`src/rcr_pkg.sv`:
```
// Constants shared by the reset cause recorder files
package rcr_pkg;
  // Register map
  localparam int          ADDR_W      = 12;
  localparam logic [11:0] REC_OFFSET  = 12'h05c;  // Record word address
  // Field positions in the record
  localparam int          PIN_BIT     = 0;
  localparam int          POR_BIT     = 1;
  localparam int          BROWN_BIT   = 2;
  localparam int          WDOG_BIT    = 3;
  localparam int          SOFT_BIT    = 4;
  localparam int          REG_BIT     = 5;
  localparam int          CAUSE_W     = 6;
  // Value the record takes after a pin-driven reset
  localparam logic [5:0]  PIN_ONLY    = 6'h01;
  // Cycles the synchronisers need before the causes are trusted
  localparam logic [1:0]  SETTLE_CNT  = 2'h2;
  // Value of the settle counter and load flag after reset
  localparam logic [1:0]  SETTLE_RST  = 2'h2;
  localparam logic        PEND_RST    = 1'b1;
  // AXI response codes
  localparam logic [1:0]  RESP_OKAY   = 2'h0;
  localparam logic [1:0]  RESP_DECERR = 2'h3;
endpackage : rcr_pkg

```
`src/rcr_top.sv`:
```
// Reset cause recorder with its AXI4-Lite register slave
// Overview of operation
// - Record loaded from real causes after reset
// - Pin reset sets bit 0, clears others
// - Other causes set flag, keep earlier flags
// - Bit 5 marks regulator power loss
// - Bit 2 marks brown-out detection
// - Bit 1 marks power-on reset
// - Bit 0 marks external reset pin
// - Bits 31:6 read-only, read back zero
// - Record sits at its own offset
module rcr_top (
  // Clock and reset
  input  wire logic        ref_clk,
  input  wire logic        reset,
  // Cause levels from the reset logic, held through the reset
  input  wire logic        pinDrivenResetCause,
  input  wire logic        powerOnResetCause,
  input  wire logic        brownoutResetCause,
  input  wire logic        watchdogResetCause,
  input  wire logic        softwareResetCause,
  input  wire logic        regulatorPowerLossCause,
  // AXI4-Lite write address
  input  wire logic [11:0] s_axi_awaddr,
  input  wire logic        s_axi_awvalid,
  output logic             s_axi_awready,
  // AXI4-Lite write data
  input  wire logic [31:0] s_axi_wdata,
  input  wire logic [3:0]  s_axi_wstrb,
  input  wire logic        s_axi_wvalid,
  output logic             s_axi_wready,
  // AXI4-Lite write response
  output logic [1:0]       s_axi_bresp,
  output logic             s_axi_bvalid,
  input  wire logic        s_axi_bready,
  // AXI4-Lite read address
  input  wire logic [11:0] s_axi_araddr,
  input  wire logic        s_axi_arvalid,
  output logic             s_axi_arready,
  // AXI4-Lite read data
  output logic [31:0]      s_axi_rdata,
  output logic [1:0]       s_axi_rresp,
  output logic             s_axi_rvalid,
  input  wire logic        s_axi_rready,
  // Record has been loaded since the last reset
  output logic             recordLoaded
);
  logic [5:0]  causeAsync;   // Raw cause levels
  logic [5:0]  causeSync;    // Synchronised cause levels
  logic [5:0]  rec_r;        // The reset cause record, survives reset
  logic [5:0]  rec_nxt;
  logic        pend_r;       // Load still to be done after reset
  logic        pend_nxt;
  logic [1:0]  settle_r;     // Waits out the synchroniser latency
  logic [1:0]  settle_nxt;
  logic        loadNow;      // Capture the causes this cycle
  // Write channel state
  logic        awHeld_r;
  logic        awHeld_nxt;
  logic [11:0] awAddr_r;
  logic [11:0] awAddr_nxt;
  logic        wHeld_r;
  logic        wHeld_nxt;
  logic [31:0] wData_r;
  logic [31:0] wData_nxt;
  logic        wLane0_r;     // Byte lane 0 enabled
  logic        wLane0_nxt;
  logic        awready_r;
  logic        awready_nxt;
  logic        wready_r;
  logic        wready_nxt;
  logic        bvalid_r;
  logic        bvalid_nxt;
  logic [1:0]  bresp_r;
  logic [1:0]  bresp_nxt;
  logic        doWrite;      // Both halves held, response slot free
  logic        recWrite;     // Write lands on the record
  // Read channel state
  logic        arready_r;
  logic        arready_nxt;
  logic        rvalid_r;
  logic        rvalid_nxt;
  logic [31:0] rdata_r;
  logic [31:0] rdata_nxt;
  logic [1:0]  rresp_r;
  logic [1:0]  rresp_nxt;

  // Cause levels come from outside the clock domain
  assign causeAsync[rcr_pkg::PIN_BIT]   = pinDrivenResetCause;
  assign causeAsync[rcr_pkg::POR_BIT]   = powerOnResetCause;
  assign causeAsync[rcr_pkg::BROWN_BIT] = brownoutResetCause;
  assign causeAsync[rcr_pkg::WDOG_BIT]  = watchdogResetCause;
  assign causeAsync[rcr_pkg::SOFT_BIT]  = softwareResetCause;
  assign causeAsync[rcr_pkg::REG_BIT]   = regulatorPowerLossCause;

  rcr_sync #(
    .WIDTH   (rcr_pkg::CAUSE_W)
  ) uSync (
    .ref_clk (ref_clk),
    .reset   (reset),
    .asyncIn (causeAsync),
    .syncOut (causeSync)
  );

  // Load sequencing: wait for the synchronisers, then capture once
  always_comb
  begin
    settle_nxt = settle_r;
    pend_nxt   = pend_r;
    loadNow    = 1'b0;
    if (pend_r)
    begin
      if (settle_r != 2'h0)
        settle_nxt = settle_r - 2'h1;
      else
      begin
        loadNow  = 1'b1;
        pend_nxt = 1'b0;
      end
    end
  end

  always_ff @(posedge ref_clk or posedge reset)
  begin
    if (reset)
    begin
      settle_r <= rcr_pkg::SETTLE_RST;
      pend_r   <= rcr_pkg::PEND_RST;
    end
    else
    begin
      settle_r <= settle_nxt;
      pend_r   <= pend_nxt;
    end
  end

  // Record next value; the load outranks a software write
  always_comb
  begin
    rec_nxt = rec_r;
    if (loadNow)
    begin
      if (causeSync[rcr_pkg::PIN_BIT])
        rec_nxt = rcr_pkg::PIN_ONLY;
      else
        // Power-on is sticky too; software clears by write
        rec_nxt = rec_r | causeSync;
    end
    else if (recWrite)
      rec_nxt = wData_r[5:0];
  end

  // No reset here on purpose: the record must outlive the reset
  always_ff @(posedge ref_clk)
  begin
    rec_r <= rec_nxt;
  end

  // Write channel: address and data accepted in either order
  assign doWrite  = awHeld_r && wHeld_r && !bvalid_r;
  assign recWrite = doWrite && wLane0_r &&
                    (awAddr_r[11:2] == rcr_pkg::REC_OFFSET[11:2]);

  always_comb
  begin
    awHeld_nxt = awHeld_r;
    awAddr_nxt = awAddr_r;
    wHeld_nxt  = wHeld_r;
    wData_nxt  = wData_r;
    wLane0_nxt = wLane0_r;
    bvalid_nxt = bvalid_r;
    bresp_nxt  = bresp_r;
    if (s_axi_awvalid && awready_r)
    begin
      awHeld_nxt = 1'b1;
      awAddr_nxt = s_axi_awaddr;
    end
    if (s_axi_wvalid && wready_r)
    begin
      wHeld_nxt  = 1'b1;
      wData_nxt  = s_axi_wdata;
      wLane0_nxt = s_axi_wstrb[0];
    end
    if (doWrite)
    begin
      awHeld_nxt = 1'b0;
      wHeld_nxt  = 1'b0;
      bvalid_nxt = 1'b1;
      if (awAddr_r[11:2] == rcr_pkg::REC_OFFSET[11:2])
        bresp_nxt = rcr_pkg::RESP_OKAY;
      else
        bresp_nxt = rcr_pkg::RESP_DECERR;  // Unmapped word
    end
    else if (bvalid_r && s_axi_bready)
      bvalid_nxt = 1'b0;
    awready_nxt = !awHeld_nxt;
    wready_nxt  = !wHeld_nxt;
  end

  always_ff @(posedge ref_clk or posedge reset)
  begin
    if (reset)
    begin
      awHeld_r  <= 1'b0;
      awAddr_r  <= 12'h000;
      wHeld_r   <= 1'b0;
      wData_r   <= 32'h00000000;
      wLane0_r  <= 1'b0;
      awready_r <= 1'b0;
      wready_r  <= 1'b0;
      bvalid_r  <= 1'b0;
      bresp_r   <= 2'h0;
    end
    else
    begin
      awHeld_r  <= awHeld_nxt;
      awAddr_r  <= awAddr_nxt;
      wHeld_r   <= wHeld_nxt;
      wData_r   <= wData_nxt;
      wLane0_r  <= wLane0_nxt;
      awready_r <= awready_nxt;
      wready_r  <= wready_nxt;
      bvalid_r  <= bvalid_nxt;
      bresp_r   <= bresp_nxt;
    end
  end

  // Read channel: one read at a time, answered the next cycle
  always_comb
  begin
    arready_nxt = arready_r;
    rvalid_nxt  = rvalid_r;
    rdata_nxt   = rdata_r;
    rresp_nxt   = rresp_r;
    if (s_axi_arvalid && arready_r)
    begin
      arready_nxt = 1'b0;
      rvalid_nxt  = 1'b1;
      if (s_axi_araddr[11:2] == rcr_pkg::REC_OFFSET[11:2])
      begin
        rdata_nxt = {26'h0000000, rec_r};
        rresp_nxt = rcr_pkg::RESP_OKAY;
      end
      else
      begin
        rdata_nxt = 32'h00000000;
        rresp_nxt = rcr_pkg::RESP_DECERR;
      end
    end
    else if (rvalid_r && s_axi_rready)
    begin
      rvalid_nxt  = 1'b0;
      arready_nxt = 1'b1;
    end
    else if (!rvalid_r)
      arready_nxt = 1'b1;  // Comes up after reset
  end

  always_ff @(posedge ref_clk or posedge reset)
  begin
    if (reset)
    begin
      arready_r <= 1'b0;
      rvalid_r  <= 1'b0;
      rdata_r   <= 32'h00000000;
      rresp_r   <= 2'h0;
    end
    else
    begin
      arready_r <= arready_nxt;
      rvalid_r  <= rvalid_nxt;
      rdata_r   <= rdata_nxt;
      rresp_r   <= rresp_nxt;
    end
  end

  assign s_axi_awready = awready_r;
  assign s_axi_wready  = wready_r;
  assign s_axi_bvalid  = bvalid_r;
  assign s_axi_bresp   = bresp_r;
  assign s_axi_arready = arready_r;
  assign s_axi_rvalid  = rvalid_r;
  assign s_axi_rdata   = rdata_r;
  assign s_axi_rresp   = rresp_r;
  assign recordLoaded  = !pend_r;
endmodule : rcr_top

```
`src/rcr_sync.sv`:
```
// Two-flop synchroniser for a vector of asynchronous levels
module rcr_sync #(
  parameter int WIDTH = 6
) (
  // Clock and reset
  input  wire logic             ref_clk,
  input  wire logic             reset,
  // Asynchronous levels in, synchronised levels out
  input  wire logic [WIDTH-1:0] asyncIn,
  output logic      [WIDTH-1:0] syncOut
);
  logic [WIDTH-1:0] meta_r;  // First stage, read only by the second
  logic [WIDTH-1:0] meta_nxt;
  logic [WIDTH-1:0] sync_r;  // Second stage
  logic [WIDTH-1:0] sync_nxt;

  // Refuse a width the logic cannot serve
  if (WIDTH < 1)
  begin : gBadWidth
    $error("rcr_sync: WIDTH must be at least 1");
  end

  // Next values: plain shift through two stages
  always_comb
  begin
    meta_nxt = asyncIn;
    sync_nxt = meta_r;
  end

  // Registers only
  always_ff @(posedge ref_clk or posedge reset)
  begin
    if (reset)
    begin
      meta_r <= '0;
      sync_r <= '0;
    end
    else
    begin
      meta_r <= meta_nxt;
      sync_r <= sync_nxt;
    end
  end

  assign syncOut = sync_r;
endmodule : rcr_sync

```
`config.mk`:
```
export PLATFORM = sky130hd
export DESIGN_NAME = rcr_top
export DESIGN_NICKNAME = d
export VERILOG_FILES = /design/src/rcr_pkg.sv /design/src/rcr_top.sv /design/src/rcr_sync.sv
export SDC_FILE = /design/constraint.sdc
export NUM_CORES = 1
export LEC_CHECK = 0
export BUFFER_PORTS_ARGS = -buffer_cell sky130_fd_sc_hd__buf_2
export CAP_MARGIN = 20
export CELL_PAD_IN_SITES_DETAIL_PLACEMENT = 0
export CELL_PAD_IN_SITES_GLOBAL_PLACEMENT = 1
export CORE_MARGIN = 2
export CORE_UTILIZATION = 31
export CTS_BUF_LIST = sky130_fd_sc_hd__clkbuf_4
export CTS_CLUSTER_SIZE = 20
export DETAILED_ROUTE_END_ITERATION = 6
export PLACE_DENSITY = 0.89
export REMOVE_ABC_BUFFERS = 1
export SYNTH_ARGS = -nofsm -noshare
export SYNTH_HDL_FRONTEND = slang
export SYNTH_SLANG_ARGS = --single-unit
export TNS_END_PERCENT = 50
```
`constraint.sdc`:
```
create_clock -name ref_clk -period 1.81 [get_ports ref_clk]
set_clock_uncertainty 0.05 [all_clocks]
set_input_delay 0.2715 -clock ref_clk [delete_from_list [all_inputs] [get_ports ref_clk]]
set_output_delay 0.2715 -clock ref_clk [all_outputs]
set_load 0.02 [all_outputs]
```
==> Implementation_results.wiki <==
{| class="wikitable"
! Metric !! Value
|-
| Status || completed
|-
| Synth top area cells || sky130_fd_sc_hd__dfrtp_1 (52%), sky130_fd_sc_hd__buf_4 (9.7%), sky130_fd_sc_hd__edfxtp_1 (8.3%)
|-
| Relative contribution of combinational cells to total power || 0.232
|-
| Final standard cell count with taps included and fillers excluded || between 300 and 400
|-
| Post-Synth Adder-Cell Area || 0.00580
|-
| Gate Count Post-Synth || about 170
|-
| Largest family of logic cells by synthesized area || buffers and inverters
|-
| Number of filler instances in the final layout || between 600 and 700
|-
| Dominant synthesized flop cell || sky130_fd_sc_hd__dfrtp_1
|-
| Number of violations reported at the end of detailed-routing iteration 0 || 25
|-
| Sequential area share after synthesis || 0.630
|-
| Final HPWL DP || between 2 and 3 mm
|-
| Overall routing resource usage || 0.0996
|-
| Simple-gate portion of the synthesized area || 0.0881
|-
| Kind of capture point of the worst setup path || register
|-
| Fraction of synthesized cell area taken by the top area cell type || 0.522
|-
| Mean instance size in the synthesized netlist || 13.1 um2
|-
| Leading post-synthesis cells by instance count || sky130_fd_sc_hd__dfrtp_1 (45), sky130_fd_sc_hd__buf_4 (28), sky130_fd_sc_hd__mux2_2 (16), sky130_fd_sc_hd__nand2_1 (11), sky130_fd_sc_hd__inv_1 (10)
|-
| Most numerous cell in the Yosys netlist || sky130_fd_sc_hd__dfrtp_1
|-
| Via density || 4.17
|-
| Post-place instance area || 0.00244 mm2
|-
| Number of warnings printed during yosys synthesis || 0
|-
| Maximum number of pins on one net before global-route repair || 31
|-
| Cell count of the worst reg-to-reg path || 4
|-
| Overall power consumption || around 2.8 mW
|-
| Utilization after layout || 0.383
|-
| WL met2 || 1.64 mm
|-
| Antenna violations before repair || 0
|-
| Critical Path RT || between 1.5 and 2 ns
|-
| Largest fanout of any net on the critical path || 6
|-
| Xor/xnor cell area share of the yosys netlist || 0.00406
|-
| Share of final-layout standard cells stronger than drive strength 1 || 0.378
|-
| # clock sinks || 53
|-
| Top routing layer used || met4
|-
| Later-pin clock latency in the skew report || approximately 0.37 ns
|-
| Hold path startpoint || s_axi_wstrb[0]
|-
| Clock tree from TritonCTS || done
|-
| Count of flip-flops with a built-in enable after synthesis || 6
|-
| Endpoint of the worst hold path || wLane0_r
|-
| Multiplexer area fraction after synthesis || 0.0835
|-
| F_max || 0.630 GHz
|-
| Clock share of power || 0.197
|-
| Effective utilization at floorplan || 0.319
|-
| Vert. Die Dim || 87.4 um
|-
| Chip width || a little under 90 um
|-
| H-tree depth || 2
|-
| M1 wire length || between 1.5 and 2 mm
|-
| Minimum clock period || ~1.6 ns
|-
| Internal reg-to-reg setup slack || 0.22 ns
|-
| Internal power || between 1.5 and 2 mW
|-
| Reg clk slew, reported paths || approximately 0.17 ns
|-
| Share of the synthesized area in compound gates (AO/OA/AOI/OAI) || 0.0672
|-
| Wirelength, routed || around 3.5 mm
|-
| Number of top-level pins || ~120
|-
| Final Cycle Share || 0.877
|-
| Growth of design area from synthesis to finish || 19.9%
|-
| Final hold violation count || 0
|-
| RR Endpoint || rec_r[1]
|-
| Flop pwr share || 0.571
|-
| Cell count after placement || between 200 and 300
|-
| Post_cts resized || 0
|-
| Reg-to-reg startpoint || awAddr_r[8]
|-
| Number of distinct library cells after synthesis || 29
|-
| Placement-stage worst setup slack || roughly 0.15 ns
|-
| Switching share of power || 0.300
|-
| Maximum clock insertion buffer count || 2
|-
| Area of the core || 0.00676 mm2
|-
| Critical Path AT || about 1.6 ns
|-
| Gpl congestion || 0.702
|-
| Synth Register Bits || 53
|-
| Final sum of negative setup slack || 0 ns
|-
| Number of global-route vias before repair || between 1,000 and 1,500
|-
| Cell taking the most area after synthesis || sky130_fd_sc_hd__dfrtp_1
|-
| FP Rows || 30
|-
| Type of the tightest min-delay check || in2reg
|-
| Max_cap viols || 0
|-
| Pins Over Slew Limit || 0
|-
| Fin Hold WS || between 0.04 and 0.05 ns
|-
| Global-route wire length before repair || ~5.7 mm
|-
| Clock tree root buffer cell || sky130_fd_sc_hd__clkbuf_4
|-
| Setup CP Type || reg2reg
|-
| Ant diodes || 0
|-
| Remaining number of nets flagged by the antenna check after routing || 0
|-
| Post CTS Setup Buffer Count || 0
|-
| Cts hold-fix bufs || 8
|-
| Count of buffers inserted at the top-level ports || 55
|-
| Cell Area, Synth || between 0.002 and 0.0025 mm2
|-
| Via count of the routed design || between 1,000 and 1,500
|-
| Nets@finish || about 300
|-
| Element type at the critical path start || register
|-
| Routed length per instance || 11.3 um
|-
| Unrepaired setup endpoints after global routing || no
|-
| Remaining global-route overflow || 0
|-
| Areal power density over the cells || about 1100 mW/mm2
|-
| CTS Buf Count || 5
|-
| Worst hold path depth || 3
|-
| DR pass1 iterations || 4
|-
| NetSw || approximately 860 uW
|-
| Number of design rule violations left after detail routing || 0
|-
| Post-layout instance area || around 0.0026 mm2
|-
| Smallest setup slack after layout || 0.222 ns
|-
| Die area || 0.00765 mm2
|-
| Met3 Routed Length || 260 um
|-
| Total leakage power || 1.24 nW
|-
| Async S/R FF share, synth || 0.887
|-
| Maximum resistive drop on vdd || around 0.0003 V
|-
| Final number of setup-violating endpoints || 0
|}
state kept, by name, indices dropped and copies added (netlist names), 2 cells and up:
| name | count |
|---|---|
| s_axi_rdata | 6 |
| uSync.syncOut | 6 |
| uSync.meta_r | 6 |
| awAddr_r | 10 |
| rec_r | 6 |
| wData_r | 6 |
| settle_r | 2 |
cell families (layout without fill, tap and decap cells):
| family | count (synthesis) | after routing |
|---|---|---|
| other | 1 | 26 |
| adders and majority gates | 1 | 1 |
| muxes | 16 | 16 |
| DFF | 53 | 53 |
| buffers and inverters | 41 | 84 |
| xor gates and xnor gates | 1 | 1 |
| and+or+nand+nor | 31 | 31 |
| AOI/OAI and AO/OA | 21 | 21 |
worst max path at each step:
stage / cells past startpoint / start / to / slack (ns)
finish: 4 / awAddr_r[8] / rec_r[1] / 0.22
global route: 4 / awAddr_r[11] / rec_r[2] / 0.15
CTS: 4 / awAddr_r[11] / rec_r[2] / 0.20
detailed placement: 4 / s_axi_araddr[11] / s_axi_rdata[4] / 0.15
global placement: 4 / s_axi_araddr[11] / s_axi_rdata[4] / 0.17
floorplan: 3 / s_axi_bvalid / rec_r[0] / 0.02
worst max-delay path, stage by stage (launching register included):
cell                       delay (ns)
sky130_fd_sc_hd__dfrtp_1         0.42
sky130_fd_sc_hd__nor4b_1         0.34
sky130_fd_sc_hd__nand4b_1        0.16
sky130_fd_sc_hd__o21ai_0         0.18
sky130_fd_sc_hd__buf_4           0.17
power groups by stage:
stage | clock, mW | combinational (mW) | sequential [mW]
after detailed placement | 0 | 0.658 | 1.66
after CTS | 0.596 | 0.676 | 1.63
after floorplan | 0 | 0.449 | 1.66
final | 0.562 | 0.661 | 1.63
after global placement | 0 | 0.637 | 1.64
after global routing | 0.637 | 0.742 | 1.66
area by class of cell:
| cell class | count | area (um2) | share of cell area |
|---|---|---|---|
| clock buffers | 5 | 37.5 | 0.0145 |
| clock inverters | 3 | 28.8 | 0.0111 |
| inverters | 10 | 37.5 | 0.0145 |
| multi-input cells | 96 | 634 | 0.245 |
| flip-flops and latches | 53 | 1360 | 0.525 |
| well taps | 80 | 100 | 0.0387 |
| repair buffers | 66 | 390 | 0.151 |
layer usage:
metal,track usage,vias up
met4,0.0420,0
met2,0.158,56
met5,0,-
li1,-,643
met1,0.121,602
met3,0.0379,5
cell usage in the layout, fill, tap and decap left out, drive strengths merged, types with 5 or more instances in the layout:
master	count
o31ai	5
nor2	7
conb	26
mux2	16
dfrtp	45
clkbuf	5
nand2	12
edfxtp	6
a22o	6
inv	12
dlygate4sd3	8
buf	58
o21ai	7
Note: power is estimated with default switching activity, not from simulation.
